==> src/ast_pkg.sv <==
// package for the accelerometer sample timing and fifo ordering block
// assumes a byte-wide register port and one 20 MHz system clock
package ast_pkg;
  // ==========================================================
  // register offsets
  localparam logic [7:0] ADDR_REVISION = 8'h01;
  localparam logic [7:0] ADDR_FIFO_CTL = 8'h3a;
  localparam logic [7:0] ADDR_TIMING = 8'h3d;
  localparam logic [7:0] ADDR_POWER = 8'h3f;
  localparam logic [7:0] ADDR_FIFO_DATA = 8'h42;
  // ==========================================================
  // field positions and reset values
  localparam int TIM_TRIG_SEL_BIT = 0;
  localparam int TIM_XCLK_SEL_BIT = 1;
  localparam int TIM_ODR_LSB = 5;
  localparam logic [7:0] TIMING_RESET = 8'h00;
  localparam logic [1:0] POWER_RESET = 2'h0;
  localparam logic [1:0] FIFO_CTL_RESET = 2'h0;
  // silicon revision code: value is arbitrary
  localparam logic [7:0] REVISION_CODE = 8'h5a;
  // ==========================================================
  // mode encodings
  localparam logic [1:0] MODE_STANDBY = 2'h0;
  localparam logic [1:0] MODE_WAKEUP = 2'h1;
  localparam logic [1:0] MODE_INSTANT_ON = 2'h2;
  localparam logic [1:0] MODE_MEASURE = 2'h3;
  localparam logic [1:0] FIFO_BYPASS = 2'h0;
  // ==========================================================
  // sizes and timing
  localparam int AXIS_W = 12;
  localparam int WORD_W = 16;
  localparam int FIFO_WORDS = 16;
  localparam int CLK_HZ = 20000000;
  localparam int SENSOR_ODR_HZ = 2560;
  localparam int INT_DIV_CYC = CLK_HZ / SENSOR_ODR_HZ;
  // ==========================================================
  // types
  typedef enum logic [1:0] {AXIS_X, AXIS_Y, AXIS_Z} ast_axis_t;
  typedef enum logic {ST_IDLE, ST_PUSH} ast_state_t;
endpackage : ast_pkg

==> src/ast_sample_ctl.sv <==
// sample timing source selection and axis-ordered fifo fill
// assumes register port strobes are one-cycle and synchronous to clk_sys
// How it works
// - external clock mode takes pin one as input; untriggered sample timing counts its rising edges
// - external trigger mode: each pin two rising edge in measure mode while no sample is being pushed yields one sample
// - external trigger mode without trigger keeps converter idle, no samples
// - fifo filled in strict x, y, z order per sample
// - mode field: 00 standby, 01 wake-up, 10 instant on, 11 measure
// - fifo data read pops one word, high byte first, address stays put
`timescale 1ns/1ps
module ast_sample_ctl #(
  parameter int INT_DIV = ast_pkg::INT_DIV_CYC
) (
  input wire logic clk_sys,
  input wire logic nrst,
  input wire logic reg_wr_en,
  input wire logic reg_rd_en,
  input wire logic [7:0] reg_addr,
  input wire logic [7:0] reg_wdata,
  output logic [7:0] reg_rdata,
  input wire logic irq_pin_one_in,
  output logic irq_pin_one_out,
  output logic irq_pin_one_oe,
  input wire logic irq_pin_two_in,
  input wire logic [ast_pkg::AXIS_W-1:0] adc_x,
  input wire logic [ast_pkg::AXIS_W-1:0] adc_y,
  input wire logic [ast_pkg::AXIS_W-1:0] adc_z,
  output logic adc_enable
);
  // ==========================================================
  // configuration registers
  logic [7:0] timing_r, timing_nxt;
  logic [1:0] mode_r, mode_nxt;
  logic [1:0] fifo_mode_r, fifo_mode_nxt;
  logic trig_sel, xclk_sel, measure;
  logic [2:0] odr;

  assign trig_sel = timing_r[ast_pkg::TIM_TRIG_SEL_BIT];
  assign xclk_sel = timing_r[ast_pkg::TIM_XCLK_SEL_BIT];
  assign odr = timing_r[ast_pkg::TIM_ODR_LSB +: 3];
  assign measure = (mode_r == ast_pkg::MODE_MEASURE);

  always_comb
  begin
    timing_nxt = timing_r;
    mode_nxt = mode_r;
    fifo_mode_nxt = fifo_mode_r;
    if (reg_wr_en)
    begin
      case (reg_addr)
        ast_pkg::ADDR_TIMING: timing_nxt = reg_wdata;
        ast_pkg::ADDR_POWER: mode_nxt = reg_wdata[1:0];
        ast_pkg::ADDR_FIFO_CTL: fifo_mode_nxt = reg_wdata[1:0];
        default: timing_nxt = timing_r;
      endcase
    end
  end

  always_ff @(posedge clk_sys or negedge nrst)
  begin
    if (!nrst)
    begin
      timing_r <= ast_pkg::TIMING_RESET;
      mode_r <= ast_pkg::POWER_RESET;
      fifo_mode_r <= ast_pkg::FIFO_CTL_RESET;
    end
    else
    begin
      timing_r <= timing_nxt;
      mode_r <= mode_nxt;
      fifo_mode_r <= fifo_mode_nxt;
    end
  end

  // ==========================================================
  // sample timebase: system clock or pin one edges, trigger on pin two
  logic one_prev_r, two_prev_r;
  logic [12:0] tick_cnt_r, tick_cnt_nxt;
  logic [12:0] tick_lim;
  logic step, tick, trig, start;

  assign tick_lim = 13'(INT_DIV >> odr);
  assign step = xclk_sel ? (irq_pin_one_in && !one_prev_r) : 1'b1;
  assign trig = irq_pin_two_in && !two_prev_r;
  assign start = measure && (trig_sel ? trig : tick);

  always_comb
  begin
    tick = 1'b0;
    tick_cnt_nxt = tick_cnt_r;
    if (!measure || trig_sel)
      tick_cnt_nxt = '0;
    else if (step)
    begin
      if (tick_cnt_r + 13'h0001 >= tick_lim)
      begin
        tick = 1'b1;
        tick_cnt_nxt = '0;
      end
      else
        tick_cnt_nxt = tick_cnt_r + 13'h0001;
    end
  end

  always_ff @(posedge clk_sys or negedge nrst)
  begin
    if (!nrst)
    begin
      one_prev_r <= 1'b0;
      two_prev_r <= 1'b0;
      tick_cnt_r <= '0;
    end
    else
    begin
      one_prev_r <= irq_pin_one_in;
      two_prev_r <= irq_pin_two_in;
      tick_cnt_r <= tick_cnt_nxt;
    end
  end

  // ==========================================================
  // capture one sample and push x, y, z in order
  ast_pkg::ast_state_t st_r, st_nxt;
  ast_pkg::ast_axis_t axis_r, axis_nxt;
  logic [ast_pkg::AXIS_W-1:0] sx_r, sy_r, sz_r, sx_nxt, sy_nxt, sz_nxt;
  logic [ast_pkg::AXIS_W-1:0] cur_axis;
  logic push_v, push_rdy, flush;
  logic [ast_pkg::WORD_W-1:0] push_word;

  assign flush = (fifo_mode_r == ast_pkg::FIFO_BYPASS);
  assign push_v = (st_r == ast_pkg::ST_PUSH) && !flush;
  assign push_word = {cur_axis, 4'h0};

  always_comb
  begin
    case (axis_r)
      ast_pkg::AXIS_X: cur_axis = sx_r;
      ast_pkg::AXIS_Y: cur_axis = sy_r;
      default: cur_axis = sz_r;
    endcase
  end

  always_comb
  begin
    st_nxt = st_r;
    axis_nxt = axis_r;
    sx_nxt = sx_r;
    sy_nxt = sy_r;
    sz_nxt = sz_r;
    case (st_r)
      ast_pkg::ST_IDLE:
        if (start)
        begin
          sx_nxt = adc_x;
          sy_nxt = adc_y;
          sz_nxt = adc_z;
          axis_nxt = ast_pkg::AXIS_X;
          st_nxt = ast_pkg::ST_PUSH;
        end
      ast_pkg::ST_PUSH:
        if (flush)
          st_nxt = ast_pkg::ST_IDLE; // a sample cut by bypass is dropped whole
        else if (push_rdy)
        begin
          case (axis_r)
            ast_pkg::AXIS_X: axis_nxt = ast_pkg::AXIS_Y;
            ast_pkg::AXIS_Y: axis_nxt = ast_pkg::AXIS_Z;
            default:
            begin
              axis_nxt = ast_pkg::AXIS_X;
              st_nxt = ast_pkg::ST_IDLE;
            end
          endcase
        end
      default: st_nxt = ast_pkg::ST_IDLE;
    endcase
  end

  always_ff @(posedge clk_sys or negedge nrst)
  begin
    if (!nrst)
    begin
      st_r <= ast_pkg::ST_IDLE;
      axis_r <= ast_pkg::AXIS_X;
      sx_r <= '0;
      sy_r <= '0;
      sz_r <= '0;
    end
    else
    begin
      st_r <= st_nxt;
      axis_r <= axis_nxt;
      sx_r <= sx_nxt;
      sy_r <= sy_nxt;
      sz_r <= sz_nxt;
    end
  end

  // ==========================================================
  // fifo instance
  logic pop_rdy, head_v;
  logic [ast_pkg::WORD_W-1:0] head;
  logic [4:0] level;

  ast_fifo #(.WIDTH(ast_pkg::WORD_W), .DEPTH(ast_pkg::FIFO_WORDS)) u_fifo (
    .clk_sys(clk_sys),
    .nrst(nrst),
    .flush(flush),
    .in_valid(push_v),
    .in_ready(push_rdy),
    .in_data(push_word),
    .out_valid(head_v),
    .out_ready(pop_rdy),
    .out_data(head),
    .level(level)
  );

  // ==========================================================
  // register read, fifo byte pairing, pin drivers
  logic [7:0] rdata_r, rdata_nxt, lsb_r, lsb_nxt;
  logic phase_r, phase_nxt;
  logic one_out_r, one_out_nxt, one_oe_r, one_oe_nxt, adc_en_r, adc_en_nxt;

  assign reg_rdata = rdata_r;
  assign irq_pin_one_out = one_out_r;
  assign irq_pin_one_oe = one_oe_r;
  assign adc_enable = adc_en_r;

  always_comb
  begin
    rdata_nxt = rdata_r;
    lsb_nxt = lsb_r;
    phase_nxt = phase_r;
    pop_rdy = 1'b0;
    if (reg_rd_en)
    begin
      case (reg_addr)
        ast_pkg::ADDR_FIFO_DATA:
          if (phase_r)
          begin
            rdata_nxt = lsb_r;
            phase_nxt = 1'b0;
          end
          else if (head_v)
          begin
            pop_rdy = 1'b1;
            rdata_nxt = head[15:8];
            lsb_nxt = head[7:0];
            phase_nxt = 1'b1;
          end
          else
            rdata_nxt = 8'h00;
        ast_pkg::ADDR_TIMING: rdata_nxt = timing_r;
        ast_pkg::ADDR_POWER: rdata_nxt = {6'h00, mode_r};
        ast_pkg::ADDR_FIFO_CTL: rdata_nxt = {level, 1'b0, fifo_mode_r};
        ast_pkg::ADDR_REVISION: rdata_nxt = ast_pkg::REVISION_CODE;
        default: rdata_nxt = 8'h00;
      endcase
    end
    one_out_nxt = (level == 5'(ast_pkg::FIFO_WORDS)); // fifo full flag on pin one
    one_oe_nxt = !xclk_sel;
    adc_en_nxt = measure && (!trig_sel || trig);
  end

  always_ff @(posedge clk_sys or negedge nrst)
  begin
    if (!nrst)
    begin
      rdata_r <= 8'h00;
      lsb_r <= 8'h00;
      phase_r <= 1'b0;
      one_out_r <= 1'b0;
      one_oe_r <= 1'b1;
      adc_en_r <= 1'b0;
    end
    else
    begin
      rdata_r <= rdata_nxt;
      lsb_r <= lsb_nxt;
      phase_r <= phase_nxt;
      one_out_r <= one_out_nxt;
      one_oe_r <= one_oe_nxt;
      adc_en_r <= adc_en_nxt;
    end
  end

  chk_xclk_pin: assert property (@(posedge clk_sys) disable iff (!nrst)
    xclk_sel |=> !irq_pin_one_oe)
    else $error("pin one driven in external clock mode");
  chk_sync_idle: assert property (@(posedge clk_sys) disable iff (!nrst)
    trig_sel && !trig && st_r == ast_pkg::ST_IDLE |=> st_r == ast_pkg::ST_IDLE && !adc_enable)
    else $error("sample taken without trigger");
  chk_trig_sample: assert property (@(posedge clk_sys) disable iff (!nrst)
    measure && trig_sel && trig && st_r == ast_pkg::ST_IDLE |=> st_r == ast_pkg::ST_PUSH && axis_r == ast_pkg::AXIS_X)
    else $error("trigger did not start a sample");
  chk_axis_order: assert property (@(posedge clk_sys) disable iff (!nrst)
    push_v && push_rdy && axis_r == ast_pkg::AXIS_X |=> axis_r == ast_pkg::AXIS_Y)
    else $error("axis order broken");
  chk_mode_standby: assert property (@(posedge clk_sys) disable iff (!nrst)
    mode_r != ast_pkg::MODE_MEASURE && st_r == ast_pkg::ST_IDLE |=> st_r == ast_pkg::ST_IDLE)
    else $error("sampling outside measurement mode");
  chk_pop_msb: assert property (@(posedge clk_sys) disable iff (!nrst)
    reg_rd_en && reg_addr == ast_pkg::ADDR_FIFO_DATA && !phase_r && head_v
    |=> reg_rdata == $past(head[15:8]) && phase_r)
    else $error("fifo high byte wrong");
  chk_pop_lsb: assert property (@(posedge clk_sys) disable iff (!nrst)
    reg_rd_en && reg_addr == ast_pkg::ADDR_FIFO_DATA && phase_r |=> reg_rdata == $past(lsb_r) && !phase_r)
    else $error("fifo low byte wrong");
  chk_bypass_empty: assert property (@(posedge clk_sys) disable iff (!nrst)
    flush |=> level == 5'h00)
    else $error("bypass left data in fifo");
endmodule : ast_sample_ctl

==> src/ast_fifo.sv <==
// flip-flop fifo with valid/ready on both sides and a flush input
// assumes one clock and asynchronous active-low reset
`timescale 1ns/1ps
module ast_fifo #(
  parameter int WIDTH = 16,
  parameter int DEPTH = 16
) (
  input wire logic clk_sys,
  input wire logic nrst,
  input wire logic flush,
  input wire logic in_valid,
  output logic in_ready,
  input wire logic [WIDTH-1:0] in_data,
  output logic out_valid,
  input wire logic out_ready,
  output logic [WIDTH-1:0] out_data,
  output logic [$clog2(DEPTH):0] level
);
  localparam int PW = $clog2(DEPTH);
  logic [WIDTH-1:0] mem_r [DEPTH];
  logic [PW-1:0] wp_r, wp_nxt, rp_r, rp_nxt;
  logic [PW:0] cnt_r, cnt_nxt;
  logic push, pop;

  // ==========================================================
  // pointer and count update; flush empties the store
  assign in_ready = (cnt_r != (PW+1)'(DEPTH)) && !flush;
  assign out_valid = (cnt_r != '0);
  assign out_data = mem_r[rp_r];
  assign level = cnt_r;
  assign push = in_valid && in_ready;
  assign pop = out_valid && out_ready && !flush;

  always_comb
  begin
    wp_nxt = wp_r;
    rp_nxt = rp_r;
    cnt_nxt = cnt_r;
    if (flush)
    begin
      wp_nxt = '0;
      rp_nxt = '0;
      cnt_nxt = '0;
    end
    else
    begin
      if (push)
        wp_nxt = wp_r + 1'b1;
      if (pop)
        rp_nxt = rp_r + 1'b1;
      cnt_nxt = cnt_r + (PW+1)'(push) - (PW+1)'(pop);
    end
  end

  always_ff @(posedge clk_sys or negedge nrst)
  begin
    if (!nrst)
    begin
      wp_r <= '0;
      rp_r <= '0;
      cnt_r <= '0;
    end
    else
    begin
      wp_r <= wp_nxt;
      rp_r <= rp_nxt;
      cnt_r <= cnt_nxt;
    end
  end

  // ==========================================================
  // storage entries, one per index
  genvar gi;
  generate
    for (gi = 0; gi < DEPTH; gi++)
    begin : g_ent
      always_ff @(posedge clk_sys or negedge nrst)
      begin
        if (!nrst)
          mem_r[gi] <= '0;
        else if (push && wp_r == PW'(gi))
          mem_r[gi] <= in_data;
      end
    end
  endgenerate

  chk_flush_empty: assert property (@(posedge clk_sys) disable iff (!nrst)
    flush |=> (cnt_r == '0) && !out_valid)
    else $error("fifo not empty after flush");
  chk_full_stall: assert property (@(posedge clk_sys) disable iff (!nrst)
    (cnt_r == (PW+1)'(DEPTH)) && !pop |=> cnt_r == (PW+1)'(DEPTH) || $past(flush))
    else $error("full fifo lost or gained words");
endmodule : ast_fifo

==> config.mk <==
export PLATFORM = sky130hd
export DESIGN_NAME = ast_sample_ctl
export DESIGN_NICKNAME = d
export VERILOG_FILES = /design/src/ast_pkg.sv /design/src/ast_sample_ctl.sv /design/src/ast_fifo.sv
export SDC_FILE = /design/constraint.sdc
export NUM_CORES = 1
export LEC_CHECK = 0
export BUFFER_PORTS_ARGS = -buffer_cell sky130_fd_sc_hd__buf_2
export CORE_MARGIN = 3
export CORE_UTILIZATION = 55
export CTS_CLUSTER_DIAMETER = 30
export DETAILED_ROUTE_END_ITERATION = 10
export PLACE_DENSITY = 0.76
export SYNTH_ARGS = -nofsm -noshare
export SYNTH_HDL_FRONTEND = slang
export SYNTH_SLANG_ARGS = --single-unit
==> constraint.sdc <==
create_clock -name clk_sys -period 3.4 [get_ports clk_sys]
set_input_delay 0.68 -clock clk_sys [delete_from_list [all_inputs] [get_ports clk_sys]]
set_output_delay 0.68 -clock clk_sys [all_outputs]
set_load 0.05 [all_outputs]
# Word-level counts from Yosys, hierarchy flattened
# Index checks and enable logic that the tools add are counted.
[totals]
regBits = 291
in_bits = 58
elab_cells = 156
[classes]
n_reduce_logical = 48
order_cmp = 2
n_shift = 1
n_eq_ne = 27
n_bitwise = 3
muxes = 34
add_sub_neg = 5
[ops]
columns = ["operator", "count"]
rows = [
  ["$bmux 16 s4", 1],
  ["$pmux 8 s5", 1],
  ["$mux 13", 3],
  ["$eq 4x4->1 const B", 8],
  ["$mux 16", 2],
  ["$logic_and 1x1->1", 25],
  ["$eq 8x6->1 const B", 3],
  ["$pmux 12 s2", 1],
  ["$eq 4x3->1 const B", 4],
  ["$mux 4", 4],
  ["$mux 8", 2],
  ["$add 13x1->13 const B", 1],
  ["$ge 13x13->1", 1],
  ["$mux 1", 13],
  ["$shr 13x3->13 const A", 1],
  ["$reduce_and 2->1", 5],
  ["$add 4x1->4 const B", 2],
  ["$eq 4x2->1 const B", 2],
  ["$eq 8x1->1 const B", 1],
  ["$eq 8x7->1 const B", 1],
  ["$pmux 2 s2", 2],
  ["$logic_not 1->1", 6],
  ["$mux 2", 3],
  ["$reduce_bool 2->1", 3],
  ["21 further kinds", 25],
]

# Logic depth before layout (Yosys ltp)
[logic_depth]
word_depth = 9
mapped_depth = 14
depth_no_buf = 12

# Modules after synthesis
# From an unflattened synthesis, not the netlist that was laid out.
[unflattened]
cells_unflattened = 1287
hier_area_um2 = 17199.0
[by_module_without_submodules]
columns = ["mod", "cells_each", "area_each_um2", "n_inst"]
rows = [
  ["ast_fifo", 866, 12570.8, 1],
  ["ast_sample_ctl", 421, 4628.2, 1],
]

# Worst setup path after synthesis
# OpenSTA, ideal clock, no wires.
[synth_path]
kind = "register -> register"
from = "register tick_cnt_r[0]"
to = "register sx_r[10] (netlist name)"
path_buffers = 3
required_ns = 3.275
arrival_time_ns = 3.124
path_stages_with_launch = 15
slack_ns = 0.151
path_cell_list = "dfrtp_1 -> ha_1 -> nand4_1 -> nor2_1 -> nand3_1 -> xnor2_1 -> ha_1 -> nand2_1 -> o21ai_0 -> o21ba_2 -> clkbuf_1 -> a31oi_1 -> buf_2 -> buf_2 -> mux2_2"
[synth_between]
elab_chain_cells = 8
[synth_lines]
columns = ["item", "line_no", "rtl"]
rows = [
  ["start, declared", "ast_sample_ctl.sv:78", "logic [12:0] tick_cnt_r, tick_cnt_nxt;"],
  ["start signal, assigned", "ast_sample_ctl.sv:117", "tick_cnt_r <= tick_cnt_nxt;"],
  ["$add 13x1->13", "ast_sample_ctl.sv:95", "if (tick_cnt_r + 13'h0001 >= tick_lim)"],
  ["$ge 13x13->1", "ast_sample_ctl.sv:95", ""],
  ["$mux 1", "ast_sample_ctl.sv:95", ""],
  ["$mux 1", "ast_sample_ctl.sv:93", "else if (step)"],
  ["$mux 1", "ast_sample_ctl.sv:91", "if (!measure || trig_sel)"],
  ["$mux 1", "ast_sample_ctl.sv:85", "assign start = measure && (trig_sel ? trig : tick);"],
  ["$logic_and 1x1->1", "ast_sample_ctl.sv:85", ""],
  ["$reduce_and 2->1 (no line)", "n/a", ""],
  ["end signal, assigned", "ast_sample_ctl.sv:193", "sx_r <= sx_nxt;"],
  ["end, declared", "ast_sample_ctl.sv:125", "logic [ast_pkg::AXIS_W-1:0] sx_r, sy_r, sz_r, sx_nxt, sy_nxt, sz_nxt;"],
]
# Every way passes these cells.
# A chain may end at the register's enable or synchronous reset.

# Final worst setup path
[layout_path]
from = "register tick_cnt_r[0]"
to = "register sz_r[10] (netlist name)"
[layout_between]
elab_chain_cells = 8
[layout_lines]
columns = ["item", "line_no", "rtl"]
rows = [
  ["$add 13x1->13", "ast_sample_ctl.sv:95", ""],
  ["$ge 13x13->1", "ast_sample_ctl.sv:95", ""],
  ["$mux 1", "ast_sample_ctl.sv:95", ""],
  ["$mux 1", "ast_sample_ctl.sv:93", ""],
  ["$mux 1", "ast_sample_ctl.sv:91", ""],
  ["$mux 1", "ast_sample_ctl.sv:85", ""],
  ["$logic_and 1x1->1", "ast_sample_ctl.sv:85", ""],
  ["$reduce_and 2->1 (no line)", "n/a", ""],
  ["end signal, assigned", "ast_sample_ctl.sv:195", "sz_r <= sz_nxt;"],
  ["end, declared", "ast_sample_ctl.sv:125", ""],
]
# Every way passes these cells.

==> impl_metrics.py <==
metrics = {
    "route": {
        "drt_iter0_markers": 775,
        "final_antenna_net_count": 0,
        "drc_errors": 0,
        "vias_per_cell": 5.98,
        "finalWirelength_um": 34100,
        "vias": 10144,
        "first_pass_iters": 5,
        "wl_per_cell_um": 20.1,
    },
    "logic_synthesis": {
        "synth_top_area_cell": "dfrtp_1",
        "syn_avg_cell_area_um2": 10.9,
        "synth_top_family_by_area": "multiplexers",
        "ys_seq_area_frac": 0.532,
        "synth-simple-area-share": 0.124,
        "synth_compound_area_frac": 0.129,
        "synth-xor-area-share": 0.0130,
        "synth_area_leaders": "dfrtp_1, o21ai_0, nand2_1",
        "synth-edff-count": 0,
        "async_reset_ff_frac": 1.00,
        "synth_mux_area_frac": 0.144,
        "mappedNetlistArea_um2": 13500,
        "ys_seq_elements": 287,
        "synth_top_flop_cell": "dfrtp_1",
        "synth_fa_ha_area_frac": 0.0247,
        "yosys_warnings": 0,
        "yosys.cell_types.count": 66,
        "synth_nets": 1327,
        "synthCells": 1243,
        "yosys.area.top_type_share": 0.530,
    },
    "cells_and_area": {
        "final_cell_mix": "dfrtp_1, nand2_1, o21ai_0",
        "drive_above_1_share": 0.235,
        "final_common_cell": "dfrtp_1",
        "num-fill-cells": 1689,
        "area_growth_syn_to_layout_pct": 20.9,
        "nets": 1417,
        "antenna_cells": 0,
    },
    "timing": {
        "postLayoutSetupSlackWorst_ns": 0.224,
        "hold_viol": 0,
        "min_period_ns": 3.18,
        "rsz0062_at_grt": "no",
        "tightest_slew_ns": 0.925,
        "fin_worst_skew_ns": 0.0277,
        "max_freq_mhz": 315,
        "finalSetupTns_ns": 0,
        "max_slew_margin": 0.383,
        "setup_viol": 0,
        "slew_violations": 0,
        "fin_crit_sh": 0.934,
    },
    "power": {
        "power_leakage_nw": 7.27,
        "internal_power_w": 0.00730,
        "power_frac_seq": 0.373,
        "share_comb_of_total_power": 0.024,
        "p_sw_frac": 0.213,
        "p_per_area_nw_per_um2": 568,
        "ir_drop_v": 0.000438,
        "power_frac_clock": 0.604,
        "net-switching-power_w": 0.00197,
    },
    "clock_tree": {
        "htreeDepth": 2,
        "clk_pin_slew_ns": 0.05,
        "insertion_delay_ns": 0.57,
        "tritoncts": "done",
        "clock-sinks": 287,
        "cts_resized": 0,
        "cts-buffers-inserted": 54,
        "clockBufferDepth": 3,
        "cts_setup_buffers": 0,
        "hold_buffers": 0,
        "root_buffer": "clkbuf_16",
    },
    "critical_path": {
        "critPathMaxFanout": 39,
        "cp-end-kind": "register",
        "cp.arrival_ns": 3.61,
        "worstRegToRegCells": 12,
        "start_kind": "register",
        "crit_path_start": "tick_cnt_r[0]$_DFFE_PN0P_",
        "crit_required_ns": 3.84,
        "path_class": "register to register",
        "r2r-start": "tick_cnt_r[0]$_DFFE_PN0P_",
    },
    "grt": {
        "grt_max_degree": 84,
        "grt_pass1_wl_um": 55200,
        "antenna_found_initial": 0,
        "grt_usage": 0.264,
        "grt_pass1_vias": 10636,
        "grt-ovfl-total": 0,
    },
    "floorplanning": {
        "dieArea_um2": 26500,
        "initial_utilization": 0.566,
        "fp.dieW_um": 163,
        "num_rows": 56,
        "num_io_pins": 69,
        "coreArea_um2": 23800,
        "die_y_um": 163,
    },
    "placed_design": {
        "io_buffer_count": 68,
        "gp_congestion": 0.854,
        "dp.final_hpwl_um": 21300,
        "dp_slack_ns": 0.0831,
    },
    "min_path": {
        "hold_path_class": "input port to async pin",
    },
    "run": {
        "cap_violations": 0,
    },
    "status": {
        "outcome": "finished, final reports clean",
    },
}
-- flip-flops by register name (all words and copies together) (netlist names), 5 cells and up --
signal	cells
sx_r	12
u_fifo.level	5
timing_r	8
tick_cnt_r	13
sz_r	12
reg_rdata	8
u_fifo.mem_r	192
sy_r	12
-- logic make-up (layout without fill, tap and decap cells) --
| kind of cell | Yosys count | after routing |
|---|---|---|
| flops | 287 | 287 |
| buf+inv | 101 | 236 |
| compound gates | 307 | 307 |
| fa+ha+maj | 26 | 26 |
| simple gates | 363 | 363 |
| mux | 139 | 139 |
| xor+xnor | 20 | 20 |
-- power groups by stage --
stage | Sequential, W | Combinational, W | Clock [W]
after floorplan | 0.00352 | 0.0000601 | 0
after global placement | 0.00351 | 0.000216 | 0
after detailed placement | 0.00351 | 0.000222 | 0
after CTS | 0.00345 | 0.000224 | 0.00565
after global routing | 0.00345 | 0.000245 | 0.00584
final | 0.00345 | 0.000219 | 0.00559
-- final timing paths --
check	end	slack (ns)
setup / recovery	sz_r[10]$_DFFE_PN0P_	0.22
hold / removal	u_fifo.wp_r[1]$_DFFE_PN0P_	0.14
setup reg to reg	sz_r[10]$_DFFE_PN0P_	0.22
hold reg to reg	u_fifo.mem_r[219]$_DFFE_PN0P_	0.47
max in group asynchronous	u_fifo.mem_r[203]$_DFFE_PN0P_	2.51
min in group clk_sys	two_prev_r$_DFF_PN0_	0.26
-- stage by stage --
stage           util  instance area, µm²  instances  hold slack [ns]  total power, W
2_1_floorplan      -               13500       1243            0.384         0.00358
4_1_cts        0.685               16300       1697            0.149         0.00933
3_3_place_gp   0.603               14400       1596            0.455         0.00372
3_5_place_dp   0.603               14400       1596            0.463         0.00373
5_1_grt        0.685               16300       1697            0.178         0.00954
6_report       0.685               16300       1697            0.138         0.00927
-- critical path: stages, from the launching register on --
cell and delay [ns]:
dfrtp_1 0.44, ha_1 0.27, nand4_1 0.16, nor2_4 0.17, nand3_1 0.15, xnor2_1 0.16, ha_1 0.31, nand2_1 0.06
o21ai_0 0.22, o21ba_2 0.27, a31oi_4 0.21, buf_12 0.24, mux2_2 0.37
-- routing by layer --
layer | global-route usage | wire (µm)
met4 | 0.100 | 1070
met2 | 0.449 | 16800
met1 | 0.337 | 14200
met3 | 0.0542 | 2020
met5 | 0 | 0
-- area by class of cell --
type                       count  area [µm²]  area share
clock inverter                35         469      0.0288
sequential                   287        7190       0.441
clock buffer                  66        1480      0.0906
multi-input combinational    855        5900       0.361
inverter                      15        56.3     0.00345
tap                          319         399      0.0245
timing repair buffer         120         828      0.0508
-- synthesized netlist by cell type, types with 10 or more instances --
cell / instances
mux2i_1: 52
ha_1: 25
nand3_1: 15
nand4_1: 11
xnor2_1: 12
nand4b_1: 13
clkbuf_1: 67
mux4_2: 34
mux2_2: 49
a21oi_1: 27
nand2_1: 222
o21ai_0: 210
inv_1: 15
buf_2: 10
dfrtp_1: 286
a221oi_1: 11
nor2_1: 47
Note: power is estimated with default switching activity, not from simulation.
